File: src/core/spce_defs.svh
// constants for the serial port control enables block
// assumes a 32-bit apb slave at pclk, one word per register
//
// Summary of operation
// - tx empty enabled raises interrupt request
// - tx done enabled raises interrupt request
// - rx full enabled raises interrupt request
// - idle line enabled raises interrupt request
// - transmitter starts only when enable set
// - loop with internal source frees tx pin
// - single wire: direction bit steers pin
// - enable off then on while busy queues idle
// - pin held until pending traffic finishes
// - receiver enable; off frees rx pin
// - control register accessible at any time
`ifndef SPCE_DEFS_SVH
`define SPCE_DEFS_SVH

`define SPCE_OFF_CTRL      12'h000
`define SPCE_OFF_MODE      12'h004
`define SPCE_OFF_STAT      12'h008
`define SPCE_OFF_EVT       12'h00c
`define SPCE_OFF_EVMASK    12'h010

`define SPCE_BIT_TX_EMPTY_IE  7
`define SPCE_BIT_TX_DONE_IE   6
`define SPCE_BIT_RX_FULL_IE   5
`define SPCE_BIT_QUIET_IE     4
`define SPCE_BIT_TRANSMIT_ON  3
`define SPCE_BIT_RX_ON        2

`define SPCE_BIT_LOOP      0
`define SPCE_BIT_SOURCE    1
`define SPCE_BIT_DIR       2

`define SPCE_CTRL_RESET    8'h00
`define SPCE_MODE_RESET    3'h0
`define SPCE_EVT_W         3

`endif

File: src/core/spce_pkg.sv
// types for the serial port control enables block
// assumes spce_defs.svh is included by users that need offsets
package spce_pkg;
   typedef enum logic [1:0] {
      SPCE_TX_OFF   = 2'b00,
      SPCE_TX_RUN   = 2'b01,
      SPCE_TX_DRAIN = 2'b10
   } spce_tx_state_t;
endpackage : spce_pkg

File: src/core/spce_flag_if.sv
// status flag bundle from the serial datapath to the irq combiner
// assumes flags are levels synchronous to pclk
`timescale 1ns/100ps
interface spce_flag_if;
   logic [3:0] flags;
   logic [3:0] enables;
   modport src (output flags, output enables);
   modport dst (input flags, input enables);
endinterface : spce_flag_if

File: src/core/spce_top.sv
// serial port control enables: control register, pin ownership, irq
// assumes apb master per amba, flags and shifter status from datapath
`timescale 1ns/100ps
`include "spce_defs.svh"
module spce_top
   import spce_pkg::*;
(
   // apb
   input  wire logic        pclk,
   input  wire logic        presetn,
   input  wire logic        psel,
   input  wire logic        penable,
   input  wire logic        pwrite,
   input  wire logic [11:0] paddr,
   input  wire logic [31:0] pwdata,
   output logic      [31:0] prdata,
   output logic             pready,
   output logic             pslverr,
   // datapath status
   input  wire logic        tx_buffer_empty_flag,
   input  wire logic        tx_done_flag,
   input  wire logic        rx_buffer_full_flag,
   input  wire logic        quiet_line_flag,
   input  wire logic        tx_busy,
   input  wire logic        idle_sent,
   // datapath controls
   output logic             tx_run,
   output logic             rx_run,
   output logic             idle_queue,
   // pin ownership
   output logic             txd_owned,
   output logic             txd_oe,
   output logic             rxd_owned,
   output logic             loopback_sel,
   output logic             rx_source_sel,
   // interrupts
   output logic             serial_irq,
   output logic             event_irq
);
   logic [7:0]     serial_ctrl_two_reg;
   logic [2:0]     mode_reg;
   logic [2:0]     evt_reg;
   logic [2:0]     evt_next;
   logic [2:0]     evmask_reg;
   logic           idle_q_reg;
   logic           done_d_reg;
   logic           full_d_reg;
   spce_tx_state_t tx_st_reg;
   spce_tx_state_t tx_st_next;
   logic           irq_req;

   spce_flag_if fl ();

   // apb decode
   wire logic acc      = psel & penable;
   // writes land only on the edge that completes the transfer
   wire logic wr       = acc & pwrite & pready;
   wire logic hit_ctrl = paddr == `SPCE_OFF_CTRL;
   wire logic hit_mode = paddr == `SPCE_OFF_MODE;
   wire logic hit_stat = paddr == `SPCE_OFF_STAT;
   wire logic hit_evt  = paddr == `SPCE_OFF_EVT;
   wire logic hit_msk  = paddr == `SPCE_OFF_EVMASK;
   wire logic hit_any  = hit_ctrl | hit_mode | hit_stat | hit_evt | hit_msk;
   wire logic wr_ctrl  = wr & hit_ctrl;
   wire logic [7:0] wbyte = pwdata[7:0];

   wire logic transmit_on     = serial_ctrl_two_reg[`SPCE_BIT_TRANSMIT_ON];
   wire logic transmit_on_new = wbyte[`SPCE_BIT_TRANSMIT_ON];
   wire logic rx_on           = serial_ctrl_two_reg[`SPCE_BIT_RX_ON];
   wire logic loop_m          = mode_reg[`SPCE_BIT_LOOP];
   wire logic src_m           = mode_reg[`SPCE_BIT_SOURCE];
   wire logic dir_m           = mode_reg[`SPCE_BIT_DIR];
   // enabled flags, watched by the interrupt checks below
   wire logic [3:0] en_flags  = {tx_buffer_empty_flag, tx_done_flag, rx_buffer_full_flag,
                                 quiet_line_flag} & serial_ctrl_two_reg[7:4];

   // writing enable 0 then 1 while busy queues one idle character
   wire logic on_fall  = wr_ctrl & transmit_on & ~transmit_on_new;
   wire logic on_rise  = wr_ctrl & ~transmit_on & transmit_on_new;
   wire logic q_set    = on_rise & (tx_busy | tx_st_reg == SPCE_TX_DRAIN);
   wire logic [2:0] evt_src = {on_fall, tx_done_flag & ~done_d_reg,
                               rx_buffer_full_flag & ~full_d_reg};

   wire logic [31:0] rd_mux =
      hit_ctrl ? {24'h000000, serial_ctrl_two_reg} :
      hit_mode ? {29'h00000000, mode_reg} :
      hit_stat ? {28'h0000000, tx_busy, idle_q_reg, tx_st_reg} :
      hit_evt  ? {29'h00000000, evt_reg} :
      hit_msk  ? {29'h00000000, evmask_reg} : 32'h00000000;

   // pin ownership; driving lasts through drain
   wire logic tx_active = tx_st_reg != SPCE_TX_OFF;
   wire logic tx_pin_n  = tx_active & ~(loop_m & ~src_m);
   wire logic tx_oe_n   = tx_pin_n & (~(loop_m & src_m) | dir_m);

   always_comb
   begin
      tx_st_next = tx_st_reg;
      unique case (tx_st_reg)
         SPCE_TX_OFF:   if (transmit_on) tx_st_next = SPCE_TX_RUN;
         SPCE_TX_RUN:   if (!transmit_on) tx_st_next = SPCE_TX_DRAIN;
         SPCE_TX_DRAIN:
         begin
            if (transmit_on)
               tx_st_next = SPCE_TX_RUN;
            else if (!tx_busy && !idle_q_reg)
               tx_st_next = SPCE_TX_OFF;
         end
         default:       tx_st_next = SPCE_TX_OFF;
      endcase
   end

   // set wins over write-one-to-clear
   always_comb
   begin
      evt_next = evt_reg;
      if (wr & hit_evt)
         evt_next = evt_reg & ~wbyte[2:0];
      evt_next = evt_next | evt_src;
   end

   assign fl.flags   = {tx_buffer_empty_flag, tx_done_flag,
                        rx_buffer_full_flag, quiet_line_flag};
   assign fl.enables = serial_ctrl_two_reg[7:4];

   spce_irq_comb u_irq
   (
      .pclk    (pclk),
      .presetn (presetn),
      .fl      (fl),
      .irq_req (irq_req)
   );

   always_ff @(posedge pclk or negedge presetn)
   begin
      if (!presetn)
      begin
         serial_ctrl_two_reg <= `SPCE_CTRL_RESET;
         mode_reg            <= `SPCE_MODE_RESET;
         evmask_reg          <= 3'h0;
      end
      else
      begin
         if (wr_ctrl)
            serial_ctrl_two_reg <= {wbyte[7:2], 2'h0};
         if (wr & hit_mode)
            mode_reg <= wbyte[2:0];
         if (wr & hit_msk)
            evmask_reg <= wbyte[2:0];
      end
   end

   always_ff @(posedge pclk or negedge presetn)
   begin
      if (!presetn)
      begin
         evt_reg    <= 3'h0;
         idle_q_reg <= 1'b0;
         done_d_reg <= 1'b0;
         full_d_reg <= 1'b0;
         tx_st_reg  <= SPCE_TX_OFF;
      end
      else
      begin
         evt_reg    <= evt_next;
         done_d_reg <= tx_done_flag;
         full_d_reg <= rx_buffer_full_flag;
         tx_st_reg  <= tx_st_next;
         if (q_set)
            idle_q_reg <= 1'b1;
         else if (idle_sent)
            idle_q_reg <= 1'b0;
      end
   end

   always_ff @(posedge pclk or negedge presetn)
   begin
      if (!presetn)
      begin
         prdata        <= 32'h00000000;
         pready        <= 1'b0;
         pslverr       <= 1'b0;
         tx_run        <= 1'b0;
         rx_run        <= 1'b0;
         idle_queue    <= 1'b0;
         txd_owned     <= 1'b0;
         txd_oe        <= 1'b0;
         rxd_owned     <= 1'b0;
         loopback_sel  <= 1'b0;
         rx_source_sel <= 1'b0;
         serial_irq    <= 1'b0;
         event_irq     <= 1'b0;
      end
      else
      begin
         // one wait state: pready pulses in the second access cycle
         pready        <= acc & ~pready;
         pslverr       <= acc & ~pready & ~hit_any;
         prdata        <= (psel & ~pwrite) ? rd_mux : 32'h00000000;
         tx_run        <= tx_active;
         rx_run        <= rx_on;
         rxd_owned     <= rx_on & ~(loop_m & src_m);
         idle_queue    <= idle_q_reg;
         txd_owned     <= tx_pin_n;
         txd_oe        <= tx_oe_n;
         loopback_sel  <= loop_m;
         rx_source_sel <= src_m;
         serial_irq    <= irq_req;
         event_irq     <= |(evt_reg & evmask_reg);
      end
   end
endmodule : spce_top

File: src/core/spce_irq_comb.sv
// irq combiner: or of flags gated by their enables
// assumes flags and enables both come from pclk registers
`timescale 1ns/100ps
module spce_irq_comb
   import spce_pkg::*;
(
   // clock and reset
   input  wire logic pclk,
   input  wire logic presetn,
   // flags
   spce_flag_if.dst  fl,
   // request
   output logic      irq_req
);
   wire logic [3:0] gated;
   assign gated = fl.flags & fl.enables;

   always_ff @(posedge pclk or negedge presetn)
   begin
      if (!presetn)
         irq_req <= 1'b0;
      else
         irq_req <= |gated;
   end
endmodule : spce_irq_comb

File: config.mk
export PLATFORM = sky130hd
export DESIGN_NAME = spce_top
export DESIGN_NICKNAME = d
export VERILOG_FILES = /design/src/core/spce_pkg.sv /design/src/core/spce_flag_if.sv /design/src/core/spce_top.sv /design/src/core/spce_irq_comb.sv
export VERILOG_INCLUDE_DIRS = /design/src /design/src/core
export SDC_FILE = /design/constraint.sdc
export NUM_CORES = 1
export LEC_CHECK = 0
export BUFFER_PORTS_ARGS = -buffer_cell sky130_fd_sc_hd__buf_2
export CAP_MARGIN = 5
export CORE_MARGIN = 2
export CORE_UTILIZATION = 35
export CTS_BUF_LIST = sky130_fd_sc_hd__clkbuf_8
export DETAILED_ROUTE_END_ITERATION = 10
export MAX_ROUTING_LAYER = met4
export PLACE_DENSITY = 0.66
export REMOVE_ABC_BUFFERS = 1
export SLEW_MARGIN = 40
export SYNTH_ARGS = -nofsm -noshare
export SYNTH_HDL_FRONTEND = slang
export SYNTH_SLANG_ARGS = --single-unit
File: constraint.sdc
create_clock -name pclk -period 2.7 [get_ports pclk]
set_clock_uncertainty 0.15 [all_clocks]
set_input_delay 0.405 -clock pclk [delete_from_list [all_inputs] [get_ports pclk]]
set_output_delay 0.405 -clock pclk [all_outputs]
set_load 0.02 [all_outputs]
Word-level counts from Yosys, hierarchy flattened
Index checks and enable logic that the tools add are counted.
{ "op_classes": {"n_reduce_logical": 10, "mux": 14, "n_eq_ne": 9, "bitwise": 43} }
{ "op_table": {"columns": ["op", "count"], "rows": [
  ["$eq A12 B4 Y1 const B", 2],
  ["$and A1 B1 Y1", 22],
  ["$mux W8", 2],
  ["$eq A12 B3 Y1 const B", 1],
  ["$eq A12 B5 Y1 const B", 1],
  ["$logic_not A12 Y1", 1],
  ["$not A1 Y1", 10],
  ["$mux W3", 3],
  ["$mux W2", 4],
  ["$mux W4", 2],
  ["$and A3 B3 Y3", 2],
  ["$or A1 B1 Y1", 6],
  ["$pmux W2 S3", 1],
  ["$and A4 B4 Y4", 1],
  ["$ne A2 B2 Y1 const B", 2],
  ["$reduce_bool A2 Y1", 2],
  ["$reduce_or A4 Y1", 1],
  ["$ne A3 B2 Y1 const B", 1],
  ["$not A3 Y3", 1],
  ["$or A3 B3 Y3", 1],
  ["$reduce_and A3 Y1", 1],
  ["$reduce_or A3 Y1", 1],
  ["$eq A2 B1 Y1 const B", 1],
  ["$eq A2 B2 Y1 const B", 1],
  ["other kinds (4)", 6]
]} }
{ "word_totals": {"output_inout_bits": 44, "input_bits": 55, "reg_bits": 41, "wordCells": 98} }

Longest topological paths before layout
{ "depth": {"ltp_word": 8, "depth_mapped": 6} }

Hierarchy
A second synthesis with hierarchy kept.
{ "unflattened": {"cells_unflattened": 160, "area_unflattened_um2": 1888.1} }
{ "by_module_without_submodules": {"columns": ["mod", "n_inst", "area_per_inst_um2", "cells_each", "seq_area_each_um2"], "rows": [
  ["spce_top", 1, 1844.3, 156, 1001.0],
  ["spce_irq_comb", 1, 43.8, 4, 25.0]
]} }

Worst setup path after synthesis
Ideal clock, no wire load.
{ "synth_timing": {"path_type": "input-to-reg", "from": "input paddr[1]", "to": "register serial_ctrl_two_reg[2]", "path_slack_ns": 0.883, "t_arrival_ns": 1.542, "path_buffers": 0, "required_time_ns": 2.425, "setup_time_ns": 0.125, "path_stages": 4, "path_cell_list": "nor4_1 -> nand4_2 -> nor3_4 -> mux2_2"} }
{ "synth_between": {"elab_chain_cells": 2} }
{ "synth_lines": {"columns": ["element", "line_no", "source"], "rows": [
  ["start, declared", "spce_top.sv:14", "input wire logic [11:0] paddr,"],
  ["$logic_not A12 Y1 (no source line)", null, null],
  ["$and A1 B1 Y1", "spce_top.sv:64", "wire logic wr_ctrl = wr & hit_ctrl;"],
  ["end signal, assigned", "spce_top.sv:138", "serial_ctrl_two_reg <= `SPCE_CTRL_RESET;"],
  ["end signal, assigned", "spce_top.sv:145", "serial_ctrl_two_reg <= {wbyte[7:2], 2'h0};"],
  ["end, declared", "spce_top.sv:40", "logic [7:0] serial_ctrl_two_reg;"]
]} }
No other way between the ends.
A chain may end at the register's enable or synchronous reset.

Worst setup path after layout
{ "layout_timing": {"from": "input paddr[4]", "to": "register serial_ctrl_two_reg[5]"} }
The elaborated chain is that of the path after synthesis.

==> impl_metrics.ini <==
[run_status]
status = completed

[clocking]
clk_pin_slew_ps = 80
cts-root-buf = clkbuf_8
htreeDepth = 2
clkLatencyLatePin_ps = 290
cts.sinks = 41
cts_buffer_depth = 2
cts_buffers = 5
cts_tree = built
post_cts.repair.setup_buffers = 0

[final_layout]
area_growth_pct = 19.06
final_nets = 271
drive_above_1_share_pct = 35.02
largest_reg_flops = 8
final_common_cell = buf_2
mostFrequentLayoutCells = buf_2, dfrtp_1, conb_1
finalNonFillerCells = 287
diodes = 0

[place]
post-place-ws_ps = 481.4
place.gp.congestion = 0.7528
dp_hpwl_um = 2630
io_buffers = 50
dp.cells = 278

[timing]
rsz0062_at_grt = false
period_share_pct = 70.79
setup_viol = 0
maxSlewHeadroom_pct = 65.87
min_period_ps = 1911
tightest_slew_ps = 511.9
hold_viol_final = 0
max_freq_ghz = 0.5232
finalSetupTns_ps = 0
worst_slack_ps = 788.8
holdWs_ps = 105.3
maxSlewViolCount = 0

[route]
routedWlPerCell_um = 12.68
drc = 0
vias_per_cell = 4.631
detailroute.via_count = 1329
drtIter0Drc = 98
route.antenna.remaining_nets = 0
first_pass_iters = 4
wl_um = 3640

[floorplanning]
io_pins = 99
die_w_um = 77.11
dieArea_um2 = 5945
fp-row-count = 26
core-area_um2 = 5140
die_h_um = 77.11
start_util_pct = 36.39

[critical_path]
path_cells = buf_2, nor4_1, nand4_2, nor3_4, mux2_2
critPathKind = input port to flop
crit_buf_inv = 1
cpMaxStageDelayCell = nor3_4
cp.required_ps = 2720
cp_top_family = simple AND/OR/NAND/NOR gates
max_stage_delay_ps = 400
start_kind = input port
arrival_ps = 1930
critPathMaxFanout = 16
r2r_setup_slack_ps = 790
crit_path_end_kind = flop

[power]
power_leakage_nw = 1.181
total_power_mw = 1.226
power_density_nw_per_um2 = 550.4
irDropWorstVdd_mv = 0.2689

[logic_synthesis]
yosysWarnings = 0
avgSynthCellArea_um2 = 11.48
ys_ff_latch = 41
synth.yosys.seq_area_share_pct = 54.85
syn_area_um2 = 1871
yosysUniqueCellTypes = 35
syn_inst = 163

[min_path]
hp-class = input port to flop

[global_route]
grt_usage_pct = 13.42
overflow = 0
grt_pass1_vias = 1286
grt_max_degree = 42
grt_pass1_wl_um = 6175
antenna_found_initial = 0

[flow_run]
max_cap_viol_count = 0
[power by group]
group,total [mW],internal [mW],switching (mW)
clock,0.506,0.300,0.206
sequential,0.618,0.617,0.000977
combinational,0.102,0.0274,0.0746
total,1.23,0.945,0.281
[repair_timing]
item                                    CTS  global route
gates resized for setup                   0             0
hold buffers                              1             0
endpoints found under the setup margin    0             0
hold endpoints to repair                 41             0
[cells in the mapped netlist]
cell | n | area, um^2
and4_1 | 2 | 17.52
o21a_1 | 3 | 22.52
mux2_2 | 12 | 135.1
clkbuf_1 | 2 | 7.510
mux2i_1 | 1 | 10.01
o22ai_1 | 1 | 6.260
nand4_1 | 1 | 6.260
nand3_1 | 6 | 30.03
nand4_2 | 1 | 12.51
nand2_1 | 3 | 11.26
and3_2 | 1 | 7.510
nand2b_1 | 4 | 25.02
dfrtp_1 | 41 | 1026
and2_1 | 4 | 25.02
buf_4 | 24 | 180.2
a21boi_0 | 3 | 22.52
a222oi_1 | 1 | 10.01
nor3_1 | 5 | 25.02
nor4_4 | 1 | 21.27
buf_1 | 1 | 3.750
buf_6 | 1 | 11.26
a22oi_1 | 4 | 30.03
inv_1 | 8 | 30.03
a31o_2 | 1 | 8.760
conb_1 | 1 | 3.750
nor3_4 | 1 | 16.27
nor4_1 | 4 | 25.02
buf_2 | 1 | 5.000
a21oi_1 | 5 | 25.02
nand4b_1 | 1 | 8.760
nor2b_1 | 4 | 25.02
o21ai_0 | 6 | 30.03
a211oi_1 | 2 | 15.01
o2bb2ai_1 | 1 | 8.760
nor2_1 | 6 | 22.52
[layout make-up]
class,count,area [um^2]
fill,537,2913
sequential,41,1026
multi-input combinational,108,693.2
timing repair buffer,52,270.3
tap,70,87.58
clock buffer,6,82.58
clock inverter,2,37.54
inverter,8,30.03
[worst paths after layout]
path / startpoint / end / cells after the start
setup / recovery: paddr[4] / serial_ctrl_two_reg[5] / 5
hold / removal: tx_done_flag / done_d_reg / 1
setup reg to reg: pready / serial_ctrl_two_reg[5] / 4
hold reg to reg: u_irq.irq_req / serial_irq / 0
max in group asynchronous: presetn / rx_run / 2
min in group asynchronous: presetn / pslverr / 2
[metrics by stage]
step,util (%),area [um^2]
after global routing,43.33,2227
after global placement,40.75,2095
after CTS,43.33,2227
final,43.33,2227
after floorplan,-,1749
after detailed placement,40.80,2097
[layer usage]
layer,vias to the layer above,share of wire (%),GRT usage (%)
met3,7,6.5,3.176
met2,59,48,20.70
met1,640,44,17.24
met4,0,1.5,5.179
met5,-,0,-
li1,623,-,-
[cells by family (layout without fill, tap and decap cells)]
kind of cell / after synthesis / count (layout) / synth area share (%)
buffers and inverters: 37 / 68 / 12.71
AO/OA/AOI/OAI: 27 / 27 / 9.565
flip-flops: 41 / 41 / 54.85
multiplexers: 13 / 13 / 7.759
AND/OR/NAND/NOR: 44 / 44 / 14.92
other: 1 / 24 / 0.2005
No activity file was read; power rests on OpenSTA's default activity.
